$ cat src/logic/rrc_pkg.sv
package rrc_pkg;

  // ****************************************************************
  // Clock and timing
  // ****************************************************************
  localparam int unsigned CLK_HZ         = 25_000_000;  // MCLK rate
  localparam int unsigned REF_SETTLE_US  = 25;          // Reference settling time, us
  // Least time, so the count rounds up to whole cycles
  localparam int unsigned REF_SETTLE_CYC =
    (REF_SETTLE_US * CLK_HZ + 999_999) / 1_000_000;
  localparam int unsigned SETTLE_CNT_W   = 10;          // Holds REF_SETTLE_CYC

  // ****************************************************************
  // Register map (byte addresses on APB)
  // ****************************************************************
  localparam logic [7:0] REFCTL_OFS  = 8'h00;  // reference_control
  localparam logic [7:0] REGCTL_OFS  = 8'h04;  // regulator_control
  localparam logic [7:0] IRQSTS_OFS  = 8'h08;  // Sticky event status, write one to clear
  localparam logic [7:0] IRQMSK_OFS  = 8'h0c;  // Event mask, one passes the event
  localparam logic [7:0] MODESTS_OFS = 8'h10;  // Live regulator mode, read only

  // ****************************************************************
  // Field positions and reset values
  // ****************************************************************
  localparam int unsigned REF_EN_BIT  = 7;     // Reference enable
  localparam int unsigned REF_RDY_BIT = 6;     // Ready flag, read only
  localparam int unsigned TEMP_EN_BIT = 5;     // Temperature indicator enable
  localparam int unsigned TEMP_RG_BIT = 4;     // Temperature range select
  localparam int unsigned SLP_SEL_BIT = 1;     // Sleep regulator mode select
  localparam logic [7:0]  REFCTL_RST  = 8'h00;
  localparam logic [7:0]  REGCTL_RST  = 8'h01; // Keep-one bit comes up set
  localparam logic [7:0]  REFCTL_WMSK = 8'hb3; // Writable bits of reference_control
  localparam logic [7:0]  REGCTL_WMSK = 8'h03; // Writable bits of regulator_control

  // Events
  localparam int unsigned IRQ_W        = 2;
  localparam int unsigned IRQ_RDY_BIT  = 0;    // Reference became ready
  localparam int unsigned IRQ_MODE_BIT = 1;    // Regulator mode changed
  localparam logic [1:0]  IRQ_RST      = 2'h0;

  // Clock setting codes: 0..2 are 31 kHz..500 kHz, 3..7 are 1 MHz..16 MHz
  localparam logic [2:0]  OSC_HIGH_MIN = 3'h3;
  // Converter channel code reserved for the temperature indicator
  localparam logic [2:0]  TEMP_CHANNEL = 3'h6;

  // ****************************************************************
  // Types
  // ****************************************************************
  typedef enum logic [1:0] {
    RRC_PM_SAVE = 2'b00,   // Power-save sleep regulator
    RRC_PM_LOW  = 2'b01,   // Low power regulator
    RRC_PM_HIGH = 2'b10    // High power regulator
  } rrc_pmode_t;
  localparam rrc_pmode_t PMODE_RST = RRC_PM_HIGH;

  // reference_control layout
  typedef struct packed {
    logic       enable;
    logic       ready;
    logic       temp_en;
    logic       temp_rng;
    logic [1:0] unused;
    logic [1:0] gain;
  } rrc_refctl_t;

  // Conditions that keep the regulator out of power-save sleep
  typedef struct packed {
    logic brownout_en;
    logic hfosc_act;
    logic self_write;
    logic conv_act;
  } rrc_force_t;

endpackage

$ cat src/logic/rrc_settle.sv
`timescale 1ns/1ps
module rrc_settle
  import rrc_pkg::*;
(
  input  wire logic clk,
  input  wire logic rst,
  input  wire logic ce,
  input  wire logic enable,
  output logic      ready
);
  // ****************************************************************
  // Settling counter
  // ****************************************************************
  localparam logic [SETTLE_CNT_W-1:0] LAST = SETTLE_CNT_W'(REF_SETTLE_CYC);

  logic [SETTLE_CNT_W-1:0] cnt_q;   // Cycles since enable rose
  logic [SETTLE_CNT_W-1:0] cnt_d;
  logic                    ready_q;
  logic                    ready_d;

  // Restart from zero whenever the reference is off
  assign cnt_d   = !enable ? '0 : (cnt_q == LAST) ? cnt_q : cnt_q + 1'b1;
  assign ready_d = enable && (cnt_d == LAST);
  assign ready   = ready_q;

  // Counter and flag registers
  always_ff @(posedge clk) begin
    if (rst) begin
      cnt_q   <= '0;
      ready_q <= 1'b0;
    end else if (ce) begin
      cnt_q   <= cnt_d;
      ready_q <= ready_d;
    end
  end
endmodule

$ cat src/logic/rrc_pmode.sv
`timescale 1ns/1ps
module rrc_pmode
  import rrc_pkg::*;
(
  input  wire logic       clk,
  input  wire logic       rst,
  input  wire logic       ce,
  input  wire logic       sleep,
  input  wire logic       save_sel,
  input  wire logic       ec_mode,
  input  wire logic [2:0] osc_sel,
  input  rrc_force_t      force_low,
  output rrc_pmode_t      mode
);
  // ****************************************************************
  // Regulator power mode selection
  // ****************************************************************
  rrc_pmode_t mode_q;
  rrc_pmode_t mode_d;
  logic       fast_clk;
  logic       any_force;

  assign fast_clk  = ec_mode || (osc_sel >= OSC_HIGH_MIN);
  assign any_force = |force_low;
  // Awake: by clock; asleep: by select, overruled by any active user
  assign mode_d = !sleep ? (fast_clk ? RRC_PM_HIGH : RRC_PM_LOW) :
                  (save_sel && !any_force) ? RRC_PM_SAVE : RRC_PM_LOW;
  assign mode   = mode_q;

  // Mode register, so the output is glitch free
  always_ff @(posedge clk) begin
    if (rst) begin
      mode_q <= PMODE_RST;
    end else if (ce) begin
      mode_q <= mode_d;
    end
  end
endmodule

$ cat src/logic/rrc_top.sv
// The implementer's own choices: the register addresses and the APB register port.
`timescale 1ns/1ps
module rrc_top
  import rrc_pkg::*;
(
  input  wire logic             MCLK,
  input  wire logic             SYS_RST,
  input  wire logic             CLK_EN,
  // APB slave
  input  wire logic             PSEL,
  input  wire logic             PENABLE,
  input  wire logic             PWRITE,
  input  wire logic [7:0]       PADDR,
  input  wire logic [31:0]      PWDATA,
  input  wire logic [3:0]       PSTRB,
  output logic      [31:0]      PRDATA,
  output logic                  PREADY,
  output logic                  PSLVERR,
  output logic                  IRQ,
  // Device state, all from logic on MCLK
  input  wire logic             SLEEP,
  input  wire logic             EC_MODE,
  input  wire logic [2:0]       OSC_SEL,
  input  rrc_pkg::rrc_force_t   FORCE_LOW,
  input  wire logic [2:0]       CONV_CHANNEL,
  // Analog controls
  output logic                  REF_ENABLE,
  output logic                  REF_READY,
  output logic                  TEMP_EN,
  output logic                  TEMP_RANGE,
  output logic [1:0]            REF_GAIN,
  output logic                  TEMP_ROUTE,
  output rrc_pkg::rrc_pmode_t   REG_MODE
);
  import rrc_pkg::*;

  // ****************************************************************
  // Bus decode
  // ****************************************************************
  logic        setup;       // First cycle of a transfer
  logic        wr_acc;      // Write takes effect at this edge
  logic        wr_lane;     // Low byte lane enabled
  logic        hit_ref;
  logic        hit_reg;
  logic        hit_sts;
  logic        hit_msk;
  logic        hit_mode;
  logic        hit_any;
  logic        pready_q;    // Registered answer, high for one access cycle

  // CLK_EN must stay high across a transfer: a frozen access edge would
  // still show PREADY to the master while the write is held back
  assign setup    = PSEL && !PENABLE;
  assign wr_acc   = PSEL && PENABLE && PWRITE && pready_q;
  assign wr_lane  = PSTRB[0];
  assign hit_ref  = PADDR == REFCTL_OFS;
  assign hit_reg  = PADDR == REGCTL_OFS;
  assign hit_sts  = PADDR == IRQSTS_OFS;
  assign hit_msk  = PADDR == IRQMSK_OFS;
  assign hit_mode = PADDR == MODESTS_OFS;
  assign hit_any  = hit_ref || hit_reg || hit_sts || hit_msk || hit_mode;

  // ****************************************************************
  // Registers
  // ****************************************************************
  rrc_refctl_t            ref_q;      // Stored control fields
  rrc_refctl_t            ref_d;
  logic [7:0]             regc_q;     // regulator_control
  logic [7:0]             regc_d;
  logic [IRQ_W-1:0]       sts_q;      // Sticky events
  logic [IRQ_W-1:0]       sts_d;
  logic [IRQ_W-1:0]       msk_q;      // Event mask
  logic [IRQ_W-1:0]       msk_d;
  logic [IRQ_W-1:0]       evt;        // Events this cycle
  logic [IRQ_W-1:0]       clr;        // Write-one-to-clear bits
  logic [31:0]            prdata_q;
  logic [31:0]            rdata;
  logic                   pslverr_q;
  logic                   irq_q;
  logic                   route_q;
  logic                   ready_prev_q;
  rrc_pmode_t             mode_prev_q;
  logic                   ref_ready;  // Settled flag from the counter
  rrc_pmode_t             mode;       // Current regulator mode
  rrc_refctl_t            ref_view;   // Read view of reference_control

  // Control writes keep only implemented bits
  assign ref_d  = (wr_acc && wr_lane && hit_ref) ?
                  rrc_refctl_t'(PWDATA[7:0] & REFCTL_WMSK) : ref_q;
  assign regc_d = (wr_acc && wr_lane && hit_reg) ?
                  (PWDATA[7:0] & REGCTL_WMSK) : regc_q;
  assign msk_d  = (wr_acc && wr_lane && hit_msk) ? PWDATA[IRQ_W-1:0] : msk_q;

  // ****************************************************************
  // Events and interrupt
  // ****************************************************************
  // A new event wins over a clear landing in the same cycle
  assign evt[IRQ_RDY_BIT]  = ref_ready && !ready_prev_q;
  assign evt[IRQ_MODE_BIT] = mode != mode_prev_q;
  assign clr   = (wr_acc && wr_lane && hit_sts) ? PWDATA[IRQ_W-1:0] : '0;
  assign sts_d = (sts_q & ~clr) | evt;

  // ****************************************************************
  // Read data
  // ****************************************************************
  // Ready is live state; unused bits are forced to zero
  // Gated by the enable, since the counter flag drops one edge late
  always_comb begin
    ref_view        = ref_q;
    ref_view.ready  = ref_ready && ref_q.enable;
    ref_view.unused = 2'b00;
  end

  assign rdata = hit_ref  ? {24'h000000, ref_view}         :
                 hit_reg  ? {24'h000000, regc_q}           :
                 hit_sts  ? {30'h0, sts_q}                 :
                 hit_msk  ? {30'h0, msk_q}                 :
                 hit_mode ? {30'h0, mode}                  : 32'h00000000;

  // ****************************************************************
  // Bus answer registers
  // ****************************************************************
  // Answer is prepared in the setup cycle, so every access has no wait
  always_ff @(posedge MCLK) begin
    if (SYS_RST) begin
      pready_q  <= 1'b0;
      prdata_q  <= 32'h00000000;
      pslverr_q <= 1'b0;
    end else if (CLK_EN) begin
      pready_q  <= setup;
      prdata_q  <= (setup && !PWRITE) ? rdata : 32'h00000000;
      pslverr_q <= setup && !hit_any;
    end
  end

  // ****************************************************************
  // Control and status registers
  // ****************************************************************
  // Reset values; regulator keep-one bit comes up set
  always_ff @(posedge MCLK) begin
    if (SYS_RST) begin
      ref_q  <= rrc_refctl_t'(REFCTL_RST);
      regc_q <= REGCTL_RST;
      sts_q  <= IRQ_RST;
      msk_q  <= IRQ_RST;
    end else if (CLK_EN) begin
      ref_q  <= ref_d;
      regc_q <= regc_d;
      sts_q  <= sts_d;
      msk_q  <= msk_d;
    end
  end

  // ****************************************************************
  // Output and history registers
  // ****************************************************************
  // Route only when the indicator is on and its channel is selected
  always_ff @(posedge MCLK) begin
    if (SYS_RST) begin
      irq_q        <= 1'b0;
      route_q      <= 1'b0;
      ready_prev_q <= 1'b0;
      mode_prev_q  <= PMODE_RST;
    end else if (CLK_EN) begin
      irq_q        <= |(sts_d & msk_d);
      route_q      <= ref_d.temp_en && (CONV_CHANNEL == TEMP_CHANNEL);
      ready_prev_q <= ref_ready;
      mode_prev_q  <= mode;
    end
  end

  // ****************************************************************
  // Submodules
  // ****************************************************************
  // Ready follows the enable through the settling counter
  rrc_settle u_settle (
    .clk    (MCLK),
    .rst    (SYS_RST),
    .ce     (CLK_EN),
    .enable (ref_q.enable),
    .ready  (ref_ready)
  );

  // Regulator mode from sleep, clock setting and active users
  rrc_pmode u_pmode (
    .clk       (MCLK),
    .rst       (SYS_RST),
    .ce        (CLK_EN),
    .sleep     (SLEEP),
    .save_sel  (regc_q[SLP_SEL_BIT]),
    .ec_mode   (EC_MODE),
    .osc_sel   (OSC_SEL),
    .force_low (FORCE_LOW),
    .mode      (mode)
  );

  // ****************************************************************
  // Outputs, each straight from a register
  // ****************************************************************
  assign PREADY     = pready_q;
  assign PRDATA     = prdata_q;
  assign PSLVERR    = pslverr_q;
  assign IRQ        = irq_q;
  assign REF_ENABLE = ref_q.enable;
  assign REF_READY  = ref_ready;
  assign TEMP_EN    = ref_q.temp_en;
  assign TEMP_RANGE = ref_q.temp_rng;
  assign REF_GAIN   = ref_q.gain;
  assign TEMP_ROUTE = route_q;
  assign REG_MODE   = mode;
endmodule

$ cat config.mk
export PLATFORM = sky130hd
export DESIGN_NAME = rrc_top
export DESIGN_NICKNAME = d
export VERILOG_FILES = /design/src/logic/rrc_pkg.sv /design/src/logic/rrc_settle.sv /design/src/logic/rrc_pmode.sv /design/src/logic/rrc_top.sv
export SDC_FILE = /design/constraint.sdc
export NUM_CORES = 1
export LEC_CHECK = 0
export BUFFER_PORTS_ARGS = -buffer_cell sky130_fd_sc_hd__buf_2
export CAP_MARGIN = 20
export CORE_MARGIN = 2
export CORE_UTILIZATION = 46
export CTS_BUF_LIST = sky130_fd_sc_hd__clkbuf_8 sky130_fd_sc_hd__clkbuf_16
export DETAILED_ROUTE_END_ITERATION = 8
export PLACE_DENSITY = 0.79
export SLEW_MARGIN = 20
export SYNTH_ARGS = -nofsm -noshare
export SYNTH_HDL_FRONTEND = slang
export SYNTH_SLANG_ARGS = --single-unit
$ cat constraint.sdc
create_clock -name MCLK -period 2.5 [get_ports MCLK]
set_clock_uncertainty 0.1 [all_clocks]
set_input_delay 0.5 -clock MCLK [delete_from_list [all_inputs] [get_ports MCLK]]
set_output_delay 0.5 -clock MCLK [all_outputs]
set_load 0.01 [all_outputs]
==> summary.md, run 1 <==
| Metric | Value |
|---|---|
| Top post-synthesis cells by area | dfxtp_1 34%, buf_4 9.0%, mux2i_1 7.9% |
| Largest family of logic cells by synthesized area | simple AND/OR/NAND/NOR gates |
| CTS tree | built |
| VDD IR-drop max | 0.387 mV |
| Starting Density | 0.486 |
| GRT overflow | 0 |
| Post-synthesis simple-gate area fraction | 0.262 |
| Unrepaired setup endpoints after global routing | false |
| Clock Pin Slew Worst Setup and Hold Paths | 0.09 ns |
| Wirelength per Cell | 12.9 µm |
| Synthesized area per cell | 7.74 µm² |
| DR vias | 2064 |
| Warning count from the yosys run | 0 |
| Crit path time final | 2.01 ns |
| Clock Latency Late Sink | 0.30 ns |
| Post-synthesis xor/xnor area fraction | 0.0162 |
| Final Power | 1.26 mW |
| Final slew viol count | 0 |
| Critical path's top delay family | simple AND/OR/NAND/NOR gates |
| Root Buffer | clkbuf_8 |
| Worst Hold Class | in -> reg |
| Total power divided by cell area | 512 nW/µm² |
| Yosys cell types | 39 |
| Hold-fix buffers, CTS | 0 |
| Ant diodes | 0 |
| TritonCTS Sinks | 37 |
| Area grow syn2layout | 13.6% |
| Leak | 1.12 nW |
| Final setup violation count | 0 |
| First-pass GRT wire length | 7940 µm |
| Top FF cell, synth | dfxtp_1 |
| Crit Path Category | reg -> reg |
| H-tree depth | 2 |
| Drt first pass iters | 4 |
| Count of buffers from port buffering | 49 |
| Synth area leader | dfxtp_1 |
| Total setup buffers inserted after CTS | 0 |
| Critical Path Sink Type | register |
| Sequential cell area fraction in the yosys report | 0.343 |
| Synth Area in Compound Gates | 0.150 |
| CP max FO | 9 |
| Final net count | 387 |
| DRC Markers | 0 |
| CTS resizes | 0 |
| Core Region | 4440 µm² |
| DRT antenna net count | 0 |
| Row count | 24 |
| CP bufs+invs | 0 |
| Filler Cells Inserted | 415 |
| Outcome | completed |
| Worst path slowest cell | dfxtp_1 |
| Cell Chain, Critical Path | ha_1 -> nand3_1 -> nor3_1 -> xor2_1 -> nand2_1 -> a32o_1 |
| Placer Congestion | 0.886 |
| Vias per cell | 5.49 |
| Worst EP required | 2.60 ns |
| Startpoint types | register |
| GRT Total Usage | 0.191 |
| Chip width | 72.5 µm |
| Share of cells above drive strength 1 | 0.201 |
| Hold violation total from the final report | 0 |
| Initial DRC Count | 92 |
| Total wire length | 4850 µm |
| Flops & latches, synth | 37 |
| Share of the synthesized area in the top cell type | 0.343 |
| Max_cap viols | 0 |
| Pin count of the biggest net entering global routing | 33 |
| Post-synth EDFFs | 0 |
| Syn Inst Count | 279 |
| Post-Route Setup TNS | 0 ns |
| Io pins | 106 |
| Crit path DAT | 2.11 ns |
| Initial antenna violation count | 0 |
| Vias in the first global route | 1737 |
| Fin crit share | 0.802 |
| Die height | 72.5 µm |
| CTS Buf Count | 5 |
| Async S/R FF share, synth | 0 |
| Slowest stage delay, CP | 0.51 ns |
| DP HPWL | 3540 µm |
| Post-synthesis cell area | 2160 µm² |
| Adder-cell share of the synthesized area | 0.0116 |
| Die area | 5260 µm² |
| FMAX | 0.499 GHz |
| Multiplexer share of the synthesized area | 0.0788 |
| CTS max path bufs | 2 |
[logic make-up (layout without fill, tap and decap cells)]
logic type,after synthesis,count (layout)
compound gates,53,53
simple gates,115,115
mux,17,17
buf+inv,50,70
xor+xnor,4,4
fa+ha+maj,2,2
flops,37,37
other cells,1,26
[state kept, by name, summed over array words and instances, names as in the netlist]
signal,cells
sts_q,2
regc_q,2
TEMP_EN,1
REF_ENABLE,1
PSLVERR,1
mode_prev_q,2
u_settle.cnt_q,10
REF_GAIN,2
PREADY,1
TEMP_ROUTE,1
msk_q,2
u_pmode.mode,2
ready_prev_q,1
TEMP_RANGE,1
u_settle.ready,1
IRQ,1
PRDATA,6
[layout make-up]
type                    instances  area, µm²  area share
clock buffers                   5       68.8      0.0281
clock inverters                 3       46.3      0.0189
inverters                       8       30.0      0.0122
multi-input cells             217       1220       0.497
flip-flops and latches         37        741       0.302
well taps                      52       65.1      0.0265
repair buffers                 54        283       0.115
[metrics by stage]
step | setup slack, ns | instance area, µm² | util | cells | hold slack, ns
after floorplan | 0.611 | 2250 | - | 304 | 0.346
after global placement | 0.386 | 2340 | 0.526 | 368 | 0.337
after detailed placement | 0.367 | 2340 | 0.526 | 368 | 0.345
after CTS | 0.517 | 2450 | 0.552 | 376 | 0.334
after global routing | 0.354 | 2450 | 0.552 | 376 | 0.360
final | 0.494 | 2450 | 0.552 | 376 | 0.333
[power by group]
part | total [mW] | internal [mW] | switching [mW]
Sequential | 0.604 | 0.597 | 0.00719
Clock | 0.528 | 0.299 | 0.229
Combinational | 0.125 | 0.0437 | 0.0810
Total | 1.26 | 0.939 | 0.317
[tightest hold or removal path, delay by kind of cell]
family | cells | cell delay, ns
and+or+nand+nor | 1 | 0.07
muxes | 1 | 0.05
buffers and inverters | 1 | 0.08
[synthesized netlist by cell type (4+ instances only)]
master and instances:
a31oi_1 4, nand2_1 22, a21oi_1 13, buf_4 26
xor2_1 4, dfxtp_1 37, nand3_1 10, nor3_1 7
mux2i_1 17, nor2b_1 6, a22oi_1 6, clkbuf_1 13
nor2_1 41, inv_1 8, nor4_1 4, o21ai_0 19
nand4_1 8
[per-layer routing]
| metal | track usage | part of all wire | up-vias |
|---|---|---|---|
| met5 | 0 | 0 | - |
| met4 | 0.0638 | 0.015 | 0 |
| met3 | 0.0431 | 0.066 | 8 |
| met2 | 0.335 | 0.50 | 91 |
| met1 | 0.229 | 0.42 | 950 |
| li1 | - | - | 1015 |
[path summary, 6_finish.rpt]
| path | to | slack (ns) | from | cells past startpoint |
|---|---|---|---|---|
| worst min-delay path | TEMP_RANGE$_SDFFE_PP0P_ | 0.33 | PWDATA[4] | 3 |
| worst min register to register | PRDATA[0]$_SDFFE_PP0P_ | 0.36 | PRDATA[0]$_SDFFE_PP0P_ | 2 |
| worst max register to register | u_settle.ready$_SDFFE_PP0P_ | 0.49 | u_settle.cnt_q[0]$_SDFFE_PP0P_ | 6 |
| worst max-delay path | u_settle.ready$_SDFFE_PP0P_ | 0.49 | u_settle.cnt_q[0]$_SDFFE_PP0P_ | 6 |
[cells in the final DEF, fill, tap and decap left out, types with 2 or more instances in the layout]
master	count
nor2_1	41
xor2_1	4
nor3_1	7
and3_1	3
conb_1	26
and4_1	2
nand3_1	10
nand2_1	22
nor4_1	4
o21ai_0	19
a22oi_1	6
nand3b_1	3
ha_1	2
nand4b_1	2
buf_2	49
clkbuf_8	5
and2_1	2
a21oi_1	13
a311oi_1	2
nor2b_1	6
buf_4	5
dfxtp_1	37
mux2i_1	17
inv_1	8
nand4_1	8
o31ai_1	3
a31oi_1	4
a32o_1	2
No activity file was read; power rests on OpenSTA's default activity.
==> run 2: changes to the inputs <==
CORE_UTILIZATION = 42   (was 46)
PLACE_DENSITY = 0.76   (was 0.79)
clock period = 1.7 ns   (was 2.5 ns; I/O delays follow)
==> summary.md, run 2 (synthesis gave the netlist of run 1 again) <==
| Metric | Value |
|---|---|
| Share of cells above drive strength 1 | 0.280 (was 0.201) |
| Count of buffers from port buffering | 49 (unchanged) |
| CTS Buf Count | 5 (unchanged) |
| DRT antenna net count | 0 (unchanged) |
| GR Layer Usage met1 | 0.239 (was 0.229) |
| Initial DRC Count | 105 (was 92) |
| Root Buffer | clkbuf_8 (unchanged) |
| Crit path DAT | 1.99 ns (was 2.11 ns) |
| Met3 Usage GRT | 0.0357 (was 0.0431) |
| Fin crit share | 1.10 (was 0.802) |
| Critical path's top delay family | simple AND/OR/NAND/NOR gates (unchanged) |
| Chip width | 75.7 µm (was 72.5 µm) |
| GR peak layer | met2 (unchanged) |
| Worst Hold Class | in -> reg (unchanged) |
| Largest register FFs | 10 (unchanged) |
| Leak | 1.26 nW (was 1.12 nW) |
| Worst EP required | 1.82 ns (was 2.60 ns) |
| Clock Latency Late Sink | 0.29 ns (was 0.30 ns) |
| Biggest register | u_settle.cnt_q (unchanged) |
| Total wire length | 5170 µm (was 4850 µm) |
| Cell Chain, Critical Path | or4_1 -> or3_4 -> buf_4 -> o21ai_2 -> mux2i_1 -> nor2_1 (was ha_1 -> nand3_1 -> nor3_1 -> xor2_1 -> nand2_1 -> a32o_1) |
| H-tree depth | 2 (unchanged) |
| Reg2Reg Launch Point | u_settle.cnt_q[3]$_SDFFE_PP0P_ (was u_settle.cnt_q[0]$_SDFFE_PP0P_) |
| Wirelength per Cell | 12.4 µm (was 12.9 µm) |
| Worst path slowest cell | or4_1 (was dfxtp_1) |
| Hold Path Depth | 3 (unchanged) |
| Worst R2R End | u_settle.cnt_q[0]$_SDFFE_PP0P_ (was u_settle.ready$_SDFFE_PP0P_) |
| Row count | 26 (was 24) |
| VDD IR-drop max | 0.596 mV (was 0.387 mV) |
| Starting Density | 0.428 (was 0.486) |
| Non-Filler Instances | 417 (was 376) |
| Io pins | 106 (unchanged) |
| Final hold slack | 0.179 ns (was 0.333 ns) |
| Ant diodes | 0 (unchanged) |
| CP max FO | 4 (was 9) |
| CTS tree | built (unchanged) |
| Critical Path Sink Type | register (unchanged) |
| Crit path time final | 1.87 ns (was 2.01 ns) |
| Placer Congestion | 0.954 (was 0.886) |
| Vias in the first global route | 1814 (was 1737) |
| Final slew viol count | 0 (unchanged) |
| Unrepaired setup endpoints after global routing | true (was false) |
| Core Region | 5040 µm² (was 4440 µm²) |
| CTS max path bufs | 2 (unchanged) |
| Hold violation total from the final report | 0 (unchanged) |
| Outcome | finished, violations left (was completed) |
| Most frequent cells in the layout | 49 x buf_2, 41 x nor2_1, 34 x dfxtp_1 (was 49 x buf_2, 41 x nor2_1, 37 x dfxtp_1) |
| DRC Markers | 0 (unchanged) |
| Pin count of the biggest net entering global routing | 17 (was 33) |
| TritonCTS Sinks | 37 (unchanged) |
| DR vias | 2120 (was 2064) |
| R2R setup slack | -0.17 ns (was 0.49 ns) |
| Commonest non-fill, non-tap cell in the layout | buf_2 (unchanged) |
| GRT Total Usage | 0.185 (was 0.191) |
| Max_cap viols | 0 (unchanged) |
| CP bufs+invs | 1 (was 0) |
| WHS Endpoint | TEMP_RANGE$_SDFFE_PP0P_ (unchanged) |
| Dpl cells | 408 (was 368) |
| Area grow syn2layout | 25.9% (was 13.6%) |
| Reg2Reg Depth | 6 (unchanged) |
| Slowest stage delay, CP | 0.52 ns (was 0.51 ns) |
| Filler Cells Inserted | 456 (was 415) |
| Clock Pin Slew Worst Setup and Hold Paths | 0.08 ns (was 0.09 ns) |
| Final setup violation count | 4 (was 0) |
| Crit Path Category | reg -> reg (unchanged) |
| Drt first pass iters | 4 (unchanged) |
| DP HPWL | 3870 µm (was 3540 µm) |
| GRT overflow | 0 (unchanged) |
| M2 GR Usage | 0.304 (was 0.335) |
| Final Power | 2.00 mW (was 1.26 mW) |
| Die height | 75.7 µm (was 72.5 µm) |
| Violated checks | setup timing |
| Slack of the critical path | -0.166 ns (was 0.494 ns) |
| Worst hold start | PWDATA[4] (unchanged) |
| Total power divided by cell area | 735 nW/µm² (was 512 nW/µm²) |
| FMAX | 0.536 GHz (was 0.499 GHz) |
| Initial antenna violation count | 0 (unchanged) |
| Startpoint types | register (unchanged) |
| Vias per cell | 5.08 (was 5.49) |
| First-pass GRT wire length | 8140 µm (was 7940 µm) |
| Die area | 5730 µm² (was 5260 µm²) |
| Final net count | 410 (was 387) |
[run 2: worst max-delay path by stage]
| stage | slack [ns] | start | end | cells after the start |
|---|---|---|---|---|
| 2_1_floorplan | -0.14 | u_settle.cnt_q[3]$_SDFFE_PP0P_ | u_settle.ready$_SDFFE_PP0P_ | 5 |
| 4_1_cts | -0.14 | u_settle.cnt_q[3]$_SDFFE_PP0P_ | u_settle.ready$_SDFFE_PP0P_ | 5 |
| 5_1_grt | -0.18 | u_settle.cnt_q[3]$_SDFFE_PP0P_ | u_settle.ready$_SDFFE_PP0P_ | 5 |
| 3_3_place_gp | -0.19 | u_settle.cnt_q[8]$_SDFFE_PP0P_ | u_settle.ready$_SDFFE_PP0P_ | 5 |
| 6_report | -0.17 | u_settle.cnt_q[3]$_SDFFE_PP0P_ | u_settle.cnt_q[0]$_SDFFE_PP0P_ | 6 |
| 3_5_place_dp | -0.22 | u_settle.cnt_q[8]$_SDFFE_PP0P_ | u_settle.ready$_SDFFE_PP0P_ | 5 |
[run 2: area by class of cell]
class	instances	area (µm²)	area share
Sequential cell	37	744	0.274
Tap cell	70	87.6	0.0322
Clock inverter	3	65.1	0.0239
Clock buffer	5	68.8	0.0253
Inverter	8	30.0	0.0110
Timing Repair Buffer	77	455	0.168
Multi-Input combinational cell	217	1270	0.466
[run 2: what timing repair did]
action,CTS,global route
cloned,0,0
setup endpoints to repair,5,6
gates resized for setup,2,8
hold buffers,0,0
setup buffers,0,1
pin swaps,4,3
[run 2: per-stage QoR]
stage	setup TNS, ns	utilization	instance area [µm²]	worst slack [ns]
2_1_floorplan	-0.318	-	2260	-0.142
3_3_place_gp	-0.566	0.503	2540	-0.185
3_5_place_dp	-1.05	0.503	2540	-0.218
4_1_cts	-0.453	0.532	2680	-0.136
5_1_grt	-0.644	0.539	2720	-0.177
6_report	-0.508	0.539	2720	-0.166
[run 2: tightest hold or removal path: stages]
cell and delay, ns:
buf_2 0.07, mux2i_1 0.05, nor2_1 0.07
[run 2: metal layers]
layer / routed length [µm] / vias to the layer above
met2: 2520 / 84
met3: 334 / 9
met5: 0 / -
li1: - / 1060
met1: 2220 / 967
met4: 96 / 0
[run 2: power by group]
| part | switching (mW) | internal [mW] |
|---|---|---|
| Combinational | 0.122 | 0.0770 |
| Sequential | 0.0106 | 0.877 |
| Clock | 0.329 | 0.583 |
